## src/rtl/msg_pkg.sv

```systemverilog
// Functional notes
// - Host writes a quality enable mask; enabled quality events form one summary bit.
// - Quality bit 3 sets on corrupt data, input overload or math-channel log fault.
// - Quality bit 3 clears when a measurement completes with none of those errors.
// - Quality bit 8 sets when zeroing or calibration reports a zero or cal error.
// - Quality bit 8 clears when zeroing or calibration succeeds without error.
// - Quality bit 9 follows the power-on self-test: set on fail, clear on pass.
// - Progress bit 0 sets when zeroing or calibration begins, including calibrate-all.
// - Progress bit 0 clears once the running zeroing or calibration finishes.
// - Progress bit 4 is high while a measurement runs, low once it completes.
// - Progress bit 5 sets entering wait-for-trigger and clears on returning to idle.
// - Progress bit 10 is set only while sensor data is read from EEPROM.
// - Progress bit 11 sets when a completed measurement fails the lower limit.
// - Progress bit 11 clears after a measurement with lower test off or passing.
// - Progress bit 12 sets when a completed measurement fails the upper limit.
// - Progress bit 12 clears after a measurement with upper test off or passing.
// - Both groups are 16 bits; bit 15 and unassigned bits always read zero.
// - Summary is OR of event AND enable; reading enable leaves it unchanged.
// - Event bits stay set until the event register is read or status is cleared.
package msg_pkg;
  localparam int GRP_W = 16;
  localparam int NUM_GRP = 2;
  localparam logic GRP_QUALITY = 1'h0;
  localparam logic GRP_PROGRESS = 1'h1;
  localparam int Q_POWER_BIT = 3;
  localparam int Q_CAL_BIT = 8;
  localparam int Q_SELFTEST_BIT = 9;
  localparam int P_CAL_BIT = 0;
  localparam int P_MEAS_BIT = 4;
  localparam int P_TRIG_BIT = 5;
  localparam int P_EEPROM_BIT = 10;
  localparam int P_LOWER_BIT = 11;
  localparam int P_UPPER_BIT = 12;
  localparam logic [15:0] Q_USED_MASK = 16'h0308;
  localparam logic [15:0] P_USED_MASK = 16'h1C31;
  localparam logic [15:0] COND_RESET = 16'h0000;
  localparam logic [15:0] EVENT_RESET = 16'h0000;
  localparam logic [15:0] ENABLE_RESET = 16'h0000;
  localparam logic [15:0] PTR_RESET = 16'hFFFF;
  localparam logic [15:0] NTR_RESET = 16'h0000;
  typedef enum logic [2:0] {
    CMD_RD_COND = 3'h0,
    CMD_RD_EVENT = 3'h1,
    CMD_RD_ENABLE = 3'h2,
    CMD_WR_ENABLE = 3'h3,
    CMD_RD_PTR = 3'h4,
    CMD_WR_PTR = 3'h5,
    CMD_WR_NTR = 3'h6,
    CMD_CLEAR_STATUS = 3'h7
  } msg_cmd_t;
endpackage

```

## src/rtl/msg_group_if.sv

```systemverilog
`timescale 1ns/1ps
interface msg_group_if;
  logic [15:0] cond;
  logic [15:0] wdata;
  logic wr_enable;
  logic wr_ptr;
  logic wr_ntr;
  logic rd_event;
  logic clear_all;
  logic [15:0] event_val;
  logic [15:0] enable_val;
  logic [15:0] ptr_val;
  logic [15:0] ntr_val;
  logic summary;
  modport ctrl (
    output cond, wdata, wr_enable, wr_ptr, wr_ntr, rd_event, clear_all,
    input event_val, enable_val, ptr_val, ntr_val, summary
  );
  modport grp (
    input cond, wdata, wr_enable, wr_ptr, wr_ntr, rd_event, clear_all,
    output event_val, enable_val, ptr_val, ntr_val, summary
  );
endinterface

```

## src/rtl/msg_status_group.sv

```systemverilog
`timescale 1ns/1ps
module msg_status_group #(
  parameter logic [15:0] USED_MASK = 16'h0000
) (
  input wire logic clk,
  input wire logic reset,
  msg_group_if.grp g
);
  import msg_pkg::*;

  logic [15:0] cond_prev_q;
  logic [15:0] event_q;
  logic [15:0] event_d;
  logic [15:0] enable_q;
  logic [15:0] enable_d;
  logic [15:0] ptr_q;
  logic [15:0] ntr_q;
  logic summary_q;
  logic [15:0] rise;
  logic [15:0] fall;

  assign rise = g.cond & ~cond_prev_q;
  assign fall = ~g.cond & cond_prev_q;

  // A new transition in the clearing cycle survives the clear.
  always_comb begin
    event_d = event_q;
    if (g.rd_event || g.clear_all) begin
      event_d = EVENT_RESET;
    end
    event_d = (event_d | (rise & ptr_q) | (fall & ntr_q)) & USED_MASK;
  end

  always_ff @(posedge clk or posedge reset) begin
    if (reset) begin
      cond_prev_q <= COND_RESET;
    end else begin
      cond_prev_q <= g.cond;
    end
  end

  always_ff @(posedge clk or posedge reset) begin
    if (reset) begin
      event_q <= EVENT_RESET;
    end else begin
      event_q <= event_d;
    end
  end

  // The summary sees a new mask on the same edge that stores it, so it never lags a write.
  always_comb begin
    enable_d = enable_q;
    if (g.wr_enable) begin
      enable_d = g.wdata & USED_MASK;
    end
  end

  always_ff @(posedge clk or posedge reset) begin
    if (reset) begin
      enable_q <= ENABLE_RESET;
    end else begin
      enable_q <= enable_d;
    end
  end

  always_ff @(posedge clk or posedge reset) begin
    if (reset) begin
      ptr_q <= PTR_RESET & USED_MASK;
      ntr_q <= NTR_RESET & USED_MASK;
    end else begin
      if (g.wr_ptr) begin
        ptr_q <= g.wdata & USED_MASK;
      end
      if (g.wr_ntr) begin
        ntr_q <= g.wdata & USED_MASK;
      end
    end
  end

  always_ff @(posedge clk or posedge reset) begin
    if (reset) begin
      summary_q <= 1'b0;
    end else begin
      summary_q <= |(event_d & enable_d);
    end
  end

  assign g.event_val = event_q;
  assign g.enable_val = enable_q;
  assign g.ptr_val = ptr_q;
  assign g.ntr_val = ntr_q;
  assign g.summary = summary_q;
endmodule

```

## src/rtl/msg_status_top.sv

```systemverilog
`timescale 1ns/1ps
module msg_status_top (
  input wire logic clk,
  input wire logic reset,
  input wire logic cmd_valid,
  input wire msg_pkg::msg_cmd_t cmd_op,
  input wire logic cmd_group,
  input wire logic [15:0] cmd_wdata,
  input wire logic meas_start,
  input wire logic meas_done,
  input wire logic meas_err_corrupt,
  input wire logic meas_err_overload,
  input wire logic [3:0] math_channel_log_err,
  input wire logic lower_test_enabled,
  input wire logic lower_test_fail,
  input wire logic upper_test_enabled,
  input wire logic upper_test_fail,
  input wire logic cal_start,
  input wire logic cal_done,
  input wire logic cal_zero_err,
  input wire logic cal_cal_err,
  input wire logic selftest_done,
  input wire logic selftest_pass,
  input wire logic trig_wait_enter,
  input wire logic trig_idle_enter,
  input wire logic eeprom_reading,
  output logic rsp_valid,
  output logic [15:0] rsp_data,
  output logic quality_summary,
  output logic progress_summary
);
  import msg_pkg::*;

  logic [15:0] qual_cond_q;
  logic [15:0] prog_cond_q;
  logic rsp_valid_q;
  logic [15:0] rsp_data_q;
  logic [15:0] cond_arr [NUM_GRP];
  logic [15:0] event_arr [NUM_GRP];
  logic [15:0] enable_arr [NUM_GRP];
  logic [15:0] ptr_arr [NUM_GRP];
  logic [NUM_GRP-1:0] summary_arr;
  logic meas_err_any;

  msg_group_if grp_if [NUM_GRP] ();

  assign meas_err_any = meas_err_corrupt | meas_err_overload | (|math_channel_log_err);

  //////////////////////////////////////////////////////////////////////////////
  // Measurement-quality condition bits.

  always_ff @(posedge clk or posedge reset) begin
    if (reset) begin
      qual_cond_q[Q_POWER_BIT] <= 1'b0;
    end else if (meas_done) begin
      qual_cond_q[Q_POWER_BIT] <= meas_err_any;
    end
  end

  always_ff @(posedge clk or posedge reset) begin
    if (reset) begin
      qual_cond_q[Q_CAL_BIT] <= 1'b0;
    end else if (cal_done) begin
      qual_cond_q[Q_CAL_BIT] <= cal_zero_err | cal_cal_err;
    end
  end

  always_ff @(posedge clk or posedge reset) begin
    if (reset) begin
      qual_cond_q[Q_SELFTEST_BIT] <= 1'b0;
    end else if (selftest_done) begin
      qual_cond_q[Q_SELFTEST_BIT] <= ~selftest_pass;
    end
  end

  // Unassigned positions are held at zero.
  genvar b;
  generate
    for (b = 0; b < GRP_W; b++) begin : g_qual_unused
      if (!Q_USED_MASK[b]) begin : g_zero
        assign qual_cond_q[b] = 1'b0;
      end
    end
  endgenerate

  //////////////////////////////////////////////////////////////////////////////
  // Measurement-progress condition bits.

  always_ff @(posedge clk or posedge reset) begin
    if (reset) begin
      prog_cond_q[P_CAL_BIT] <= 1'b0;
    end else if (cal_start) begin
      prog_cond_q[P_CAL_BIT] <= 1'b1;
    end else if (cal_done) begin
      prog_cond_q[P_CAL_BIT] <= 1'b0;
    end
  end

  always_ff @(posedge clk or posedge reset) begin
    if (reset) begin
      prog_cond_q[P_MEAS_BIT] <= 1'b0;
    end else if (meas_start) begin
      prog_cond_q[P_MEAS_BIT] <= 1'b1;
    end else if (meas_done) begin
      prog_cond_q[P_MEAS_BIT] <= 1'b0;
    end
  end

  always_ff @(posedge clk or posedge reset) begin
    if (reset) begin
      prog_cond_q[P_TRIG_BIT] <= 1'b0;
    end else if (trig_idle_enter) begin
      prog_cond_q[P_TRIG_BIT] <= 1'b0;
    end else if (trig_wait_enter) begin
      prog_cond_q[P_TRIG_BIT] <= 1'b1;
    end
  end

  always_ff @(posedge clk or posedge reset) begin
    if (reset) begin
      prog_cond_q[P_EEPROM_BIT] <= 1'b0;
    end else begin
      prog_cond_q[P_EEPROM_BIT] <= eeprom_reading;
    end
  end

  always_ff @(posedge clk or posedge reset) begin
    if (reset) begin
      prog_cond_q[P_LOWER_BIT] <= 1'b0;
      prog_cond_q[P_UPPER_BIT] <= 1'b0;
    end else if (meas_done) begin
      prog_cond_q[P_LOWER_BIT] <= lower_test_enabled & lower_test_fail;
      prog_cond_q[P_UPPER_BIT] <= upper_test_enabled & upper_test_fail;
    end
  end

  generate
    for (b = 0; b < GRP_W; b++) begin : g_prog_unused
      if (!P_USED_MASK[b]) begin : g_zero
        assign prog_cond_q[b] = 1'b0;
      end
    end
  endgenerate

  assign cond_arr[GRP_QUALITY] = qual_cond_q;
  assign cond_arr[GRP_PROGRESS] = prog_cond_q;

  //////////////////////////////////////////////////////////////////////////////
  // Status groups.

  genvar gi;
  generate
    for (gi = 0; gi < NUM_GRP; gi++) begin : g_grp
      logic sel;
      assign sel = cmd_valid && (cmd_group == 1'(gi));
      assign grp_if[gi].cond = cond_arr[gi];
      assign grp_if[gi].wdata = cmd_wdata;
      assign grp_if[gi].wr_enable = sel && (cmd_op == CMD_WR_ENABLE);
      assign grp_if[gi].wr_ptr = sel && (cmd_op == CMD_WR_PTR);
      assign grp_if[gi].wr_ntr = sel && (cmd_op == CMD_WR_NTR);
      assign grp_if[gi].rd_event = sel && (cmd_op == CMD_RD_EVENT);
      assign grp_if[gi].clear_all = cmd_valid && (cmd_op == CMD_CLEAR_STATUS);
      assign event_arr[gi] = grp_if[gi].event_val;
      assign enable_arr[gi] = grp_if[gi].enable_val;
      assign ptr_arr[gi] = grp_if[gi].ptr_val;
      assign summary_arr[gi] = grp_if[gi].summary;
      msg_status_group #(
        .USED_MASK(gi == 0 ? Q_USED_MASK : P_USED_MASK)
      ) u_group (
        .clk(clk),
        .reset(reset),
        .g(grp_if[gi])
      );
    end
  endgenerate

  //////////////////////////////////////////////////////////////////////////////
  // Query answers, one cycle after the command.

  always_ff @(posedge clk or posedge reset) begin
    if (reset) begin
      rsp_valid_q <= 1'b0;
    end else begin
      rsp_valid_q <= cmd_valid && (cmd_op == CMD_RD_COND || cmd_op == CMD_RD_EVENT ||
                                   cmd_op == CMD_RD_ENABLE || cmd_op == CMD_RD_PTR);
    end
  end

  always_ff @(posedge clk or posedge reset) begin
    if (reset) begin
      rsp_data_q <= 16'h0000;
    end else if (cmd_valid) begin
      case (cmd_op)
        CMD_RD_COND: begin
          rsp_data_q <= cond_arr[cmd_group];
        end
        CMD_RD_EVENT: begin
          rsp_data_q <= event_arr[cmd_group];
        end
        CMD_RD_ENABLE: begin
          rsp_data_q <= enable_arr[cmd_group];
        end
        CMD_RD_PTR: begin
          rsp_data_q <= ptr_arr[cmd_group];
        end
        default: begin
          rsp_data_q <= rsp_data_q;
        end
      endcase
    end
  end

  assign rsp_valid = rsp_valid_q;
  assign rsp_data = rsp_data_q;
  assign quality_summary = summary_arr[GRP_QUALITY];
  assign progress_summary = summary_arr[GRP_PROGRESS];
endmodule

```

## config.mk

```make
export PLATFORM = sky130hd
export DESIGN_NAME = msg_status_top
export DESIGN_NICKNAME = d
export VERILOG_FILES = /design/src/rtl/msg_pkg.sv /design/src/rtl/msg_group_if.sv /design/src/rtl/msg_status_group.sv /design/src/rtl/msg_status_top.sv
export SDC_FILE = /design/constraint.sdc
export NUM_CORES = 1
export LEC_CHECK = 0
export ABC_AREA = 1
export BUFFER_PORTS_ARGS = -buffer_cell sky130_fd_sc_hd__clkbuf_2
export CORE_MARGIN = 1.5
export CORE_UTILIZATION = 54
export DETAILED_ROUTE_END_ITERATION = 10
export GPL_ROUTABILITY_DRIVEN = 0
export PLACE_DENSITY = 0.89
export SETUP_SLACK_MARGIN = 0.05
export SKIP_LAST_GASP = 1
export SYNTH_ARGS = -nofsm -noshare
export SYNTH_HDL_FRONTEND = slang
export SYNTH_SLANG_ARGS = --single-unit
```

## constraint.sdc

```tcl
create_clock -name clk -period 2.4 [get_ports clk]
set_clock_uncertainty 0.2 [all_clocks]
set_input_delay 0.48 -clock clk [delete_from_list [all_inputs] [get_ports clk]]
set_output_delay 0.48 -clock clk [all_outputs]
set_load 0.02 [all_outputs]
```

==> out/metrics.cfg <==
[run_status]
status=finished clean

[final_layout]
fin_nets=439
layout-drive-gt1-share_pct=25.50
syn2layout_area_growth_pct=18.41
n_antenna_cell=0
fill_cells=393

[logic_synthesis]
ys_ff_latch=66
synth_area_um2=2983
ys_seq_area_share_pct=55.75
synthArstFlopShare_pct=100.0
synth-edff-count=0
synth_area_leader_cell=dfrtp_1
ys.flop_type=dfrtp_1
syn_area_per_cell_um2=8.904
synth_most_common_cell=nand2_1
yosys-top-cells-count=nand2_1, dfrtp_1, inv_1, nand3_1, o21ai_0
ys_types=32
yosysWarnings=0
syn_inst=335
synth_top_area_share_pct=47.82
synth_area_leaders=dfrtp_1, nand2_1, dfstp_2

[routing]
wire_per_inst_um=13.34
viasPerCell=5.202
dr.max_layer_used=met4
vias=2445
wl_met1_um=2766
first_iter_violations=321
met2_length_um=2890
wl_um=6271
met3_wirelength_um=428
final_antenna_net_count=0
drc_errors=0
drtPass1Iterations=5

[clocking]
cts_buffer_depth=2
post_cts_resized=0
cts_tree=done
worstSkewPairLatency_ns=0.35
cts_sinks=66
numCtsBuffers=9
root_buffer=clkbuf_8
htreeDepth=3
clk_pin_slew_ns=0.07

[power]
total_power_mw=2.940
vdd_drop_max_mv=0.6223
leakage_nw=1.808
p_per_area_nw_per_um2=832.4

[timing]
period_share_pct=70.69
hold_ws_ns=0.04020
fin_ws_ns=0.7034
rsz0062_at_grt=no
hold_viol_final=0
setup_viol=0
fin_setup_tns_ns=0
final_max_slew_viol_count=0
fmax_mhz=589.4
period_needed_ns=1.697

[setup_path]
ff2ff_setup_slack_ns=0.99
criticalPathCategory=input pin to flop
cp-end-kind=flop
cp_max_fo=8
worstSetupStartpointType=input pin
cp.required_ns=2.48
reg2regPathDepth=8
worstReg2RegEnd=g_grp[1].u_group.g.summary
cp.arrival_ns=1.78
crit_start=cmd_op[2]
setup.worst_path.end=rsp_data[4]
r2r-start=g_grp[1].u_group.g.ptr_val[5]

[die]
ios=63
initial_utilization_pct=57.31
num_rows=26
dieWidth_um=77.32
core_area_um2=5205
die_area_um2=5978
die_h_um=77.32

[global_routing]
grt_pass1_vias=2333
grt_max_degree=67
antenna_found_initial=0
grt_overflow=0
track_usage_pct=23.37
grt_pass1_wl_um=10580

[place]
port_buffers=48
dp_slack_ns=0.3718
dp_hpwl_um=4377

[run]
cap_violations=0

[hold_path]
hp-class=input pin to flop
whs_path_depth=1

==> logic make-up after synthesis <==
group | synth area share [%]
AO/OA/AOI/OAI | 9.060
AND/OR/NAND/NOR | 24.71
flip-flops | 55.75
other | 0.1257
buffers and inverters | 7.340
multiplexers | 3.020
==> how the worst min path moves through the flow <==
stage / start / slack [ns] / end
finish: eeprom_reading / 0.04 / cond_arr[10]
CTS: eeprom_reading / 0.04 / cond_arr[10]
global route: eeprom_reading / 0.04 / cond_arr[10]
global placement: cond_arr[24] / 0.21 / g_grp[0].u_group.cond_prev_q[8]
detailed placement: cond_arr[24] / 0.21 / g_grp[0].u_group.cond_prev_q[8]
floorplan: cond_arr[24] / 0.17 / g_grp[0].u_group.cond_prev_q[8]
==> where the power goes <==
part	switching [mW]	total [mW]	internal, mW	leakage (nW)
logic	0.309	0.490	0.182	0.931
registers	0.102	1.43	1.33	0.768
clock network	0.412	1.02	0.609	0.109
total	0.823	2.94	2.12	1.81
==> cell usage in the layout, fill, tap and decap left out, types with 2 or more instances in the layout <==
cell type	instances
dfrtp_1	57
clkinv_2	2
o21ai_1	2
o211ai_1	7
clkbuf_2	48
nand3_1	20
nor2_2	3
inv_1	33
a21oi_1	6
o31ai_1	2
nand3_2	2
bufinv_16	2
o2111ai_1	2
o21ai_0	20
nor2_1	16
dfstp_2	9
inv_2	4
o21bai_1	2
nand2_1	109
nand2_2	2
clkbuf_8	10
mux2_2	8
a31oi_1	2
conb_1	7
nand4_1	8
buf_4	4
==> state kept, by name, indices dropped and copies added (netlist names) <==
name                        cells
rsp_valid                       1
g_grp.u_group.g.summary         2
g_grp.u_group.g.event_val       9
g_grp.u_group.g.enable_val      9
g_grp.u_group.g.ntr_val         9
g_grp.u_group.cond_prev_q       9
rsp_data                        9
g_grp.u_group.g.ptr_val         9
cond_arr                        9
==> final cells by class <==
| type | count | area [um^2] | area share, % |
|---|---|---|---|
| well taps | 70 | 87.58 | 2.480 |
| repair buffers | 54 | 300.3 | 8.502 |
| multi-input cells | 227 | 1124 | 31.81 |
| inverters | 37 | 138.9 | 3.932 |
| flip-flops and latches | 66 | 1663 | 47.08 |
| clock inverters | 5 | 77.57 | 2.196 |
| clock buffers | 11 | 141.4 | 4.003 |
==> per-stage QoR <==
step                      utilization (%)  area, um^2  cells
final                               67.86        3532    470
after global routing                67.86        3532    470
after CTS                           67.86        3532    470
after detailed placement            63.46        3303    453
after global placement              63.46        3303    453
after floorplan                         -        3005    341
==> critical path, stage by stage <==
cell	delay [ns]
clkbuf_2	0.24
nand3_2	0.19
inv_2	0.21
a21oi_2	0.07
nor2_2	0.25
o21ai_0	0.15
inv_1	0.07
nand2_1	0.06
nand2_1	0.06
==> layer usage <==
metal	vias to the layer above	GRT usage, %
met5	-	0
met4	0	13.27
met3	15	3.929
met2	98	36.40
met1	1133	30.88
li1	1199	-
==> timing repair <==
item,in CTS,in global routing
buffers inserted,0,0
endpoints found under the setup margin,0,0
endpoints found under the hold margin,57,0
hold buffers,1,0
No activity file was read; power rests on OpenSTA's default activity.
